[config.mk]
export PLATFORM = sky130hd
export DESIGN_NAME = cmg_config_ctrl
export DESIGN_NICKNAME = d
export VERILOG_FILES = /design/src/verilog/cmg_sync2.v /design/src/verilog/cmg_config_ctrl.v
export VERILOG_INCLUDE_DIRS = /design/src /design/src/verilog
export SDC_FILE = /design/constraint.sdc
export NUM_CORES = 1
export LEC_CHECK = 0
export BUFFER_PORTS_ARGS = -buffer_cell sky130_fd_sc_hd__buf_2
export CAP_MARGIN = 30
export CELL_PAD_IN_SITES_DETAIL_PLACEMENT = 0
export CELL_PAD_IN_SITES_GLOBAL_PLACEMENT = 1
export CORE_AREA = 3 3 109 111
export CTS_CLUSTER_DIAMETER = 30
export DETAILED_ROUTE_END_ITERATION = 16
export DIE_AREA = 0 0 112 114
export PLACE_DENSITY_LB_ADDON = 0.05
export SLEW_MARGIN = 40
export SYNTH_ARGS = -nofsm -noshare
export SYNTH_HDL_FRONTEND = slang
export SYNTH_SLANG_ARGS = --single-unit
[constraint.sdc]
create_clock -name clk_sys -period 2.4 [get_ports clk_sys]
set_input_delay 0.48 -clock clk_sys [delete_from_list [all_inputs] [get_ports clk_sys]]
set_output_delay 0.48 -clock clk_sys [all_outputs]
set_load 0.05 [all_outputs]
[src/verilog/cmg_consts.vh]
// constants for the configuration mode and global control block
`ifndef CMG_CONSTS_VH
`define CMG_CONSTS_VH
`define CMG_MODE_MASTER_SERIAL 3'h0
`define CMG_MODE_SERIAL_FLASH  3'h1
`define CMG_MODE_PAR_UP        3'h2
`define CMG_MODE_PAR_DOWN      3'h3
`define CMG_MODE_SCAN          3'h5
`define CMG_MODE_ILLEGAL       3'h4
`define CMG_MODE_SLAVE_PAR     3'h6
`define CMG_MODE_SLAVE_SERIAL  3'h7
`define CMG_ST_IDLE            3'h0
`define CMG_ST_INIT            3'h1
`define CMG_ST_LOAD            3'h2
`define CMG_ST_STARTUP         3'h3
`define CMG_ST_DONE            3'h4
`define CMG_INIT_CYCLES        8'h10
`define CMG_CCLK_DIV           4'h4
`define CMG_STARTUP_STEPS      3'h4
`define CMG_MODE_W             3
`endif

[src/verilog/cmg_sync2.v]
// two-flop synchroniser for one pin input
`timescale 1ns/1ps
module cmg_sync2
(
    input  wire clk_sys,
    input  wire reset,
    input  wire clk_en,
    input  wire pin_in,
    output wire sync_out
);
    reg meta_q;
    reg sync_q;

    // first flop is read only by the second
    always @(posedge clk_sys or posedge reset)
    begin
        if (reset)
        begin
            meta_q <= 1'b0;
            sync_q <= 1'b0;
        end
        else if (clk_en)
        begin
            meta_q <= pin_in;
            sync_q <= meta_q;
        end
    end

    assign sync_out = sync_q;
endmodule

[src/verilog/cmg_config_ctrl.v]
// configuration mode selection, loader sequencing and global controls
//
// Functional notes
// - global_initialize high forces initial state
// - global_initialize held during whole configuration
// - global_output_float high floats all I/O
// - mode pins sampled when init status rises
// - mode pins freed as user I/O afterwards
// - borrowed pins return to user I/O
// - self-loading modes drive clock, read memory
// - daisy chain passes data downstream
// - alternate start-up clock input provided
// - mode decode table of eight codes
// - pull-up select low enables pull-ups until configuration is done
`timescale 1ns/1ps
`include "cmg_consts.vh"
module cmg_config_ctrl
(
    input  wire       clk_sys,
    input  wire       reset,
    input  wire       clk_en,
    input  wire       config_start,
    input  wire       mode_select_bit2,
    input  wire       mode_select_bit1,
    input  wire       mode_select_bit0,
    input  wire       config_pullup_select,
    input  wire       user_global_initialize,
    input  wire       user_global_output_float,
    input  wire       startup_alt_clk,
    input  wire       startup_alt_clk_sel,
    input  wire       host_clk,
    input  wire       host_valid,
    input  wire [7:0] host_data,
    input  wire       mem_data_serial,
    input  wire [7:0] mem_data_byte,
    input  wire [7:0] load_length,
    output reg        init_status,
    output wire       global_initialize,
    output wire       global_output_float,
    output reg  [2:0] mode_q,
    output reg        mode_valid_q,
    output reg        mode_illegal_q,
    output wire       mode_pins_user_io,
    output wire       borrowed_pins_user_io,
    output wire       pullup_enable,
    output reg        cfg_clk_out_q,
    output reg        cfg_clk_oe_n_q,
    output reg        addr_up_q,
    output reg  [7:0] cfg_byte_q,
    output reg        cfg_byte_valid_q,
    output reg        chain_out_q,
    output reg        config_done_q
);
    wire       m2_s;
    wire       m1_s;
    wire       m0_s;
    wire       hclk_s;
    wire       hval_s;
    wire       alt_s;
    reg  [2:0] st_q;
    reg  [7:0] cnt_q;
    reg  [3:0] div_q;
    reg  [2:0] bit_q;
    reg  [7:0] shift_q;
    reg  [7:0] count_q;
    reg  [2:0] step_q;
    reg        hclk_q;
    reg        alt_q;
    reg        self_q;
    reg        serial_q;
    wire       take;
    wire       step_tick;
    wire [7:0] nxt_shift;

    // mode, host clock, host valid and alternate clock pins pass two flops before use
    cmg_sync2 u_m2 (.clk_sys(clk_sys), .reset(reset), .clk_en(clk_en),
                    .pin_in(mode_select_bit2), .sync_out(m2_s));
    cmg_sync2 u_m1 (.clk_sys(clk_sys), .reset(reset), .clk_en(clk_en),
                    .pin_in(mode_select_bit1), .sync_out(m1_s));
    cmg_sync2 u_m0 (.clk_sys(clk_sys), .reset(reset), .clk_en(clk_en),
                    .pin_in(mode_select_bit0), .sync_out(m0_s));
    cmg_sync2 u_hc (.clk_sys(clk_sys), .reset(reset), .clk_en(clk_en),
                    .pin_in(host_clk), .sync_out(hclk_s));
    cmg_sync2 u_hv (.clk_sys(clk_sys), .reset(reset), .clk_en(clk_en),
                    .pin_in(host_valid), .sync_out(hval_s));
    cmg_sync2 u_ac (.clk_sys(clk_sys), .reset(reset), .clk_en(clk_en),
                    .pin_in(startup_alt_clk), .sync_out(alt_s));

    // global controls: internal configuration plus user request
    assign global_initialize = (st_q != `CMG_ST_DONE) || user_global_initialize;
    assign global_output_float = (st_q != `CMG_ST_DONE) || user_global_output_float;
    assign mode_pins_user_io = config_done_q;
    assign borrowed_pins_user_io = config_done_q;
    assign pullup_enable = ~config_pullup_select && (st_q != `CMG_ST_DONE);

    // a data beat: own clock edge in self modes, rising host clock otherwise
    assign take = (st_q == `CMG_ST_LOAD) &&
                  (self_q ? (div_q == `CMG_CCLK_DIV - 4'h1 && cfg_clk_out_q)
                          : (hclk_s && !hclk_q && hval_s));
    assign step_tick = startup_alt_clk_sel ? (alt_s && !alt_q) : 1'b1;
    assign nxt_shift = self_q ? {shift_q[6:0], mem_data_serial}
                              : {shift_q[6:0], host_data[0]};

    // edge history for the host and alternate clocks
    always @(posedge clk_sys or posedge reset)
    begin
        if (reset)
        begin
            hclk_q <= 1'b0;
            alt_q  <= 1'b0;
        end
        else if (clk_en)
        begin
            hclk_q <= hclk_s;
            alt_q  <= alt_s;
        end
    end

    // configuration sequencer
    always @(posedge clk_sys or posedge reset)
    begin
        if (reset)
        begin
            st_q             <= `CMG_ST_IDLE;
            cnt_q            <= 8'h00;
            div_q            <= 4'h0;
            bit_q            <= 3'h0;
            shift_q          <= 8'h00;
            count_q          <= 8'h00;
            step_q           <= 3'h0;
            init_status      <= 1'b0;
            mode_q           <= 3'h0;
            mode_valid_q     <= 1'b0;
            mode_illegal_q   <= 1'b0;
            self_q           <= 1'b0;
            serial_q         <= 1'b0;
            cfg_clk_out_q    <= 1'b0;
            cfg_clk_oe_n_q   <= 1'b1;
            addr_up_q        <= 1'b1;
            cfg_byte_q       <= 8'h00;
            cfg_byte_valid_q <= 1'b0;
            chain_out_q      <= 1'b0;
            config_done_q    <= 1'b0;
        end
        else if (clk_en)
        begin
            cfg_byte_valid_q <= 1'b0;
            case (st_q)
                `CMG_ST_IDLE:
                begin
                    if (config_start)
                    begin
                        st_q          <= `CMG_ST_INIT;
                        cnt_q         <= 8'h00;
                        config_done_q <= 1'b0;
                    end
                end
                `CMG_ST_INIT:
                begin
                    // memory clear time before init status rises
                    cnt_q <= cnt_q + 8'h01;
                    if (cnt_q == `CMG_INIT_CYCLES)
                    begin
                        init_status    <= 1'b1;
                        mode_q         <= {m2_s, m1_s, m0_s};
                        mode_valid_q   <= 1'b1;
                        mode_illegal_q <= ({m2_s, m1_s, m0_s} == `CMG_MODE_ILLEGAL);
                        self_q         <= ~m2_s;
                        serial_q       <= ~m2_s ? ~m1_s : m0_s;
                        addr_up_q      <= ~({m2_s, m1_s, m0_s} == `CMG_MODE_PAR_DOWN);
                        cfg_clk_oe_n_q <= m2_s;
                        div_q          <= 4'h0;
                        bit_q          <= 3'h0;
                        count_q        <= 8'h00;
                        st_q           <= ({m2_s, m1_s, m0_s} == `CMG_MODE_ILLEGAL) ?
                                          `CMG_ST_IDLE : `CMG_ST_LOAD;
                    end
                end
                `CMG_ST_LOAD:
                begin
                    // self modes divide the system clock into the config clock
                    if (self_q)
                    begin
                        if (div_q == `CMG_CCLK_DIV - 4'h1)
                        begin
                            div_q         <= 4'h0;
                            cfg_clk_out_q <= ~cfg_clk_out_q;
                        end
                        else
                            div_q <= div_q + 4'h1;
                    end
                    if (take)
                    begin
                        if (serial_q)
                        begin
                            shift_q     <= nxt_shift;
                            chain_out_q <= shift_q[7];
                            bit_q       <= bit_q + 3'h1;
                            if (bit_q == 3'h7)
                            begin
                                cfg_byte_q       <= nxt_shift;
                                cfg_byte_valid_q <= 1'b1;
                                count_q          <= count_q + 8'h01;
                            end
                        end
                        else
                        begin
                            // byte-wide path, downstream chain gets the last byte's msb
                            cfg_byte_q       <= self_q ? mem_data_byte : host_data;
                            cfg_byte_valid_q <= 1'b1;
                            chain_out_q      <= cfg_byte_q[7];
                            count_q          <= count_q + 8'h01;
                        end
                    end
                    if (count_q == load_length && count_q != 8'h00)
                    begin
                        st_q           <= `CMG_ST_STARTUP;
                        step_q         <= 3'h0;
                        cfg_clk_out_q  <= 1'b0;
                        cfg_clk_oe_n_q <= 1'b1;
                    end
                end
                `CMG_ST_STARTUP:
                begin
                    // start-up steps may be paced by the alternate clock
                    if (step_tick)
                    begin
                        step_q <= step_q + 3'h1;
                        if (step_q == `CMG_STARTUP_STEPS - 3'h1)
                        begin
                            st_q          <= `CMG_ST_DONE;
                            config_done_q <= 1'b1;
                        end
                    end
                end
                `CMG_ST_DONE:
                begin
                    // new configuration only on request; mode stays latched
                    if (config_start)
                    begin
                        st_q          <= `CMG_ST_INIT;
                        cnt_q         <= 8'h00;
                        init_status   <= 1'b0;
                        mode_valid_q  <= 1'b0;
                        config_done_q <= 1'b0;
                    end
                end
                default:
                    st_q <= `CMG_ST_IDLE;
            endcase
        end
    end
endmodule

==> impl_results.md <==
* Outcome: complete, no violations
* Vias in the first global route at 2936
* Post-DRT Antenna Nets at 0
* H-tree levels at 3
* Routed length per instance at 16.0 µm
* Post-route minimum period at between 2 and 2.5 ns
* Crit. End Element: output pin
* Die H at 114 µm
* Clock Latency Late Sink at 0.36 ns
* Synth async-reset ratio at 100%
* Clk sinks at between 70 and 80
* Area growth syn-to-layout at 18.0%
* Fin. Hold Viols at 0
* Clock tree buffer depth at 2
* Syn_area_per_cell at between 10 and 15 µm²
* Reg2Reg Launch Point: div_q[0]$_DFFE_PP0P_
* Synth area leader: dfrtp_1
* Routed length on met1 at 4250 µm
* Synth Area in XOR/XNOR at 1.82%
* Full die area at 0.0128 mm²
* Final Slew Violations at 0
* Ys Warns at 0
* Mux cell area share after synthesis at 12.8%
* DRC at 0
* Port bufs at 63
* Clk root buf: clkbuf_8
* Ant diodes at 0
* RSZ-0062 raised after global routing: false
* Clk pwr share at 37.3%
* Total CTS buffers at 9
* Placer Congestion at 0.736
* Combinational family with the most area after synthesis: simple AND/OR/NAND/NOR gates
* Worst min path class: input port to async pin
* Max Cap Viol at 0
* Final net count at around 470
* CP bufs+invs at 1
* TritonCTS clock tree: built
* Routed wire length at 9100 µm
* Core Region at 0.0109 mm²
* Area contributors post-synth: dfrtp_1 (46%), mux2_2 (10%), o21ai_0 (4.0%)
* PD cells at 636 mW/mm²
* Combinational Power Share at 16.0%
* Pre-CTS setup slack at 0.295 ns
* Hold Buf Count CTS at 0
* CP required at 1.92 ns
* Post-Synth Simple-Gate Area at 16.5%
* Cell Rows at 38
* First-pass GRT wire length at 15200 µm
* Die width at 112 µm
* Startpoint types: register
* Area share of the largest cell type after synthesis at 45.5%
* R2r setup slk at 0.30 ns
* Sequential area share after synthesis at between 40% and 50%
* Antenna violations before repair at 0
* Main synth FF type: dfrtp_1
* GRT Total Usage at around 15%
* Top routing layer used: met4
* Top Family by Delay on Critical Path: simple AND/OR/NAND/NOR gates
* Slew Limit Headroom at 53.3%
* Actual slew at the worst max-slew pin at 0.697 ns
* P_leak at 2.07 nW
* Switching power at 0.822 mW
* Vias per cell at between 5 and 6
* Post-cts resize count at 0
* Synth Area in Compound Gates at around 14%
* Post-Syn Area at slightly below 0.004 mm²
* Reg power frac at 46.7%
* Worst stage delay on the critical path at approximately 0.53 ns
* Ports at 64
* WL met2 at 4230 µm
* Worst Setup Path Type: register to output pin
* Switching Share at between 20 and 30%
* Post-synthesis instance total at ~360
* DR WL met3 at 433 µm
* Worst Skew at about 0.016 ns
* Worst-path clk slew at 0.08 ns
* Largest net degree at the start of global routing at 28
* Yosys cell types at between 60 and 70
* Initial drt markers at 134
* Detailed Place HPWL at between 6000 and 7000 µm
* Initial core utilization at 35.3%
* Internal power at 2.06 mW
* Final Setup Violations at 0
* GRT overflow at 0
* Slowest CP cell: dfrtp_1
* Fmax at ~460 MHz
* Layout cell share with drive strength beyond 1 at 33.8%
* Adder-cell share of the synthesized area at 2.93%
* Final setup margin at around 0.23 ns
* Maximum vdd drop at 0.353 mV
* Syn nets at 406
* Initial DRT Pass Iterations at 4
* Fin crit share at 90.5%
* Critical path data arrival time at 1.69 ns
* Critical-path cell list: nor2_1 -> nand2_1 -> or2_2 -> buf_2
* Postcts setup bufs at 0
* CP max FO at 13
* Synth Register Bits at 72
* Setup tns final at 0 ns
* Post-synth EDFFs at 0
* Worst Setup SP: st_q[0]$_DFFE_PP0P_
* DR vias at 2974
registers in the layout, summed over array words and instances, names as in the netlist, 3 cells and up:
name        count
step_q          3
shift_q         8
div_q           4
mode_q          3
count_q         8
cfg_byte_q      8
st_q            3
bit_q           3
cnt_q           8
kinds of logic after synthesis:
kind of cell,count (synthesis)
AND/OR/NAND/NOR,108
adder cells (fa/ha/maj),9
AO/OA/AOI/OAI,82
buffers and inverters,34
multiplexers,45
XOR/XNOR,8
flip-flops,72
cell usage in the layout, fill, tap and decap left out, types with 3 or more instances in the layout:
cell       n
dfrtp_1   70
buf_2     63
nand2_1   35
mux2_2    35
o21ai_0   31
inv_1     13
nor2_1    12
mux2i_1   10
buf_4     10
nand3_1    9
a21oi_1    9
ha_1       9
clkbuf_8   9
and3_1     8
xnor2_1    8
a31oi_1    8
a41oi_1    7
nand4_1    4
nand2b_1   4
and2_1     4
o22ai_1    4
nor3_1     4
nor3b_1    3
nand3b_1   3
nor2b_1    3
clkinv_4   3
metrics by stage:
step	hold slack, ns	area [µm²]	util, %	power (mW)	cells
floorplan	0.472	3850	-	1.68	358
global placement	0.483	4320	39.7	1.84	553
detailed placement	0.488	4320	39.7	1.84	553
CTS	0.173	4540	41.7	2.94	569
global route	0.192	4540	41.7	3.05	569
finish	0.168	4540	41.7	2.89	569
metal layers:
| metal | track usage [%] | up-vias |
|---|---|---|
| met3 | 3.08 | 13 |
| li1 | - | 1443 |
| met4 | 7.05 | 0 |
| met2 | 23.0 | 76 |
| met1 | 20.7 | 1442 |
| met5 | 0 | - |
cell type report:
type | instances | area (µm²)
sequential | 72 | 1800
clock inverter | 7 | 96.3
tap | 140 | 175
fill | 1083 | 6350
clock buffer | 9 | 124
multi-input combinational | 252 | 1860
timing repair buffer | 75 | 430
inverter | 14 | 52.6
synthesized netlist by cell type, types with 4 or more instances:
cell / number
nor3_1: 4
nand4_1: 4
inv_1: 14
xnor2_1: 8
and3_1: 8
a21oi_1: 9
ha_1: 9
nand2b_1: 4
nand3_1: 9
o21ai_0: 31
mux2i_1: 10
nor2_1: 12
mux2_2: 35
a41oi_1: 7
o22ai_1: 4
a31oi_1: 8
buf_6: 4
and2_1: 4
nand2_1: 35
dfrtp_1: 70
buf_4: 5
buf_2: 6
worst paths after layout:
path                                         endpoint  cells after the start
setup / recovery                    global_initialize                      4
hold / removal                u_m1.meta_q$_DFFE_PP0P_                      2
setup reg to reg               shift_q[7]$_DFFE_PP0P_                      5
hold reg to reg             cfg_byte_q[0]$_DFFE_PP0P_                      1
max in group asynchronous  cfg_clk_oe_n_q$_DFFE_PP1P_                      3
min in group clk_sys          u_hc.meta_q$_DFFE_PP0P_                      2
power groups by stage:
| stage | Combinational [mW] | Clock [mW] | Sequential (mW) |
|---|---|---|---|
| 3_3_place_gp | 0.470 | 0 | 1.37 |
| 6_report | 0.462 | 1.07 | 1.35 |
| 2_1_floorplan | 0.349 | 0 | 1.33 |
| 4_1_cts | 0.471 | 1.12 | 1.35 |
| 3_5_place_dp | 0.469 | 0 | 1.37 |
| 5_1_grt | 0.520 | 1.17 | 1.36 |
(Power assumes the default switching activity.)
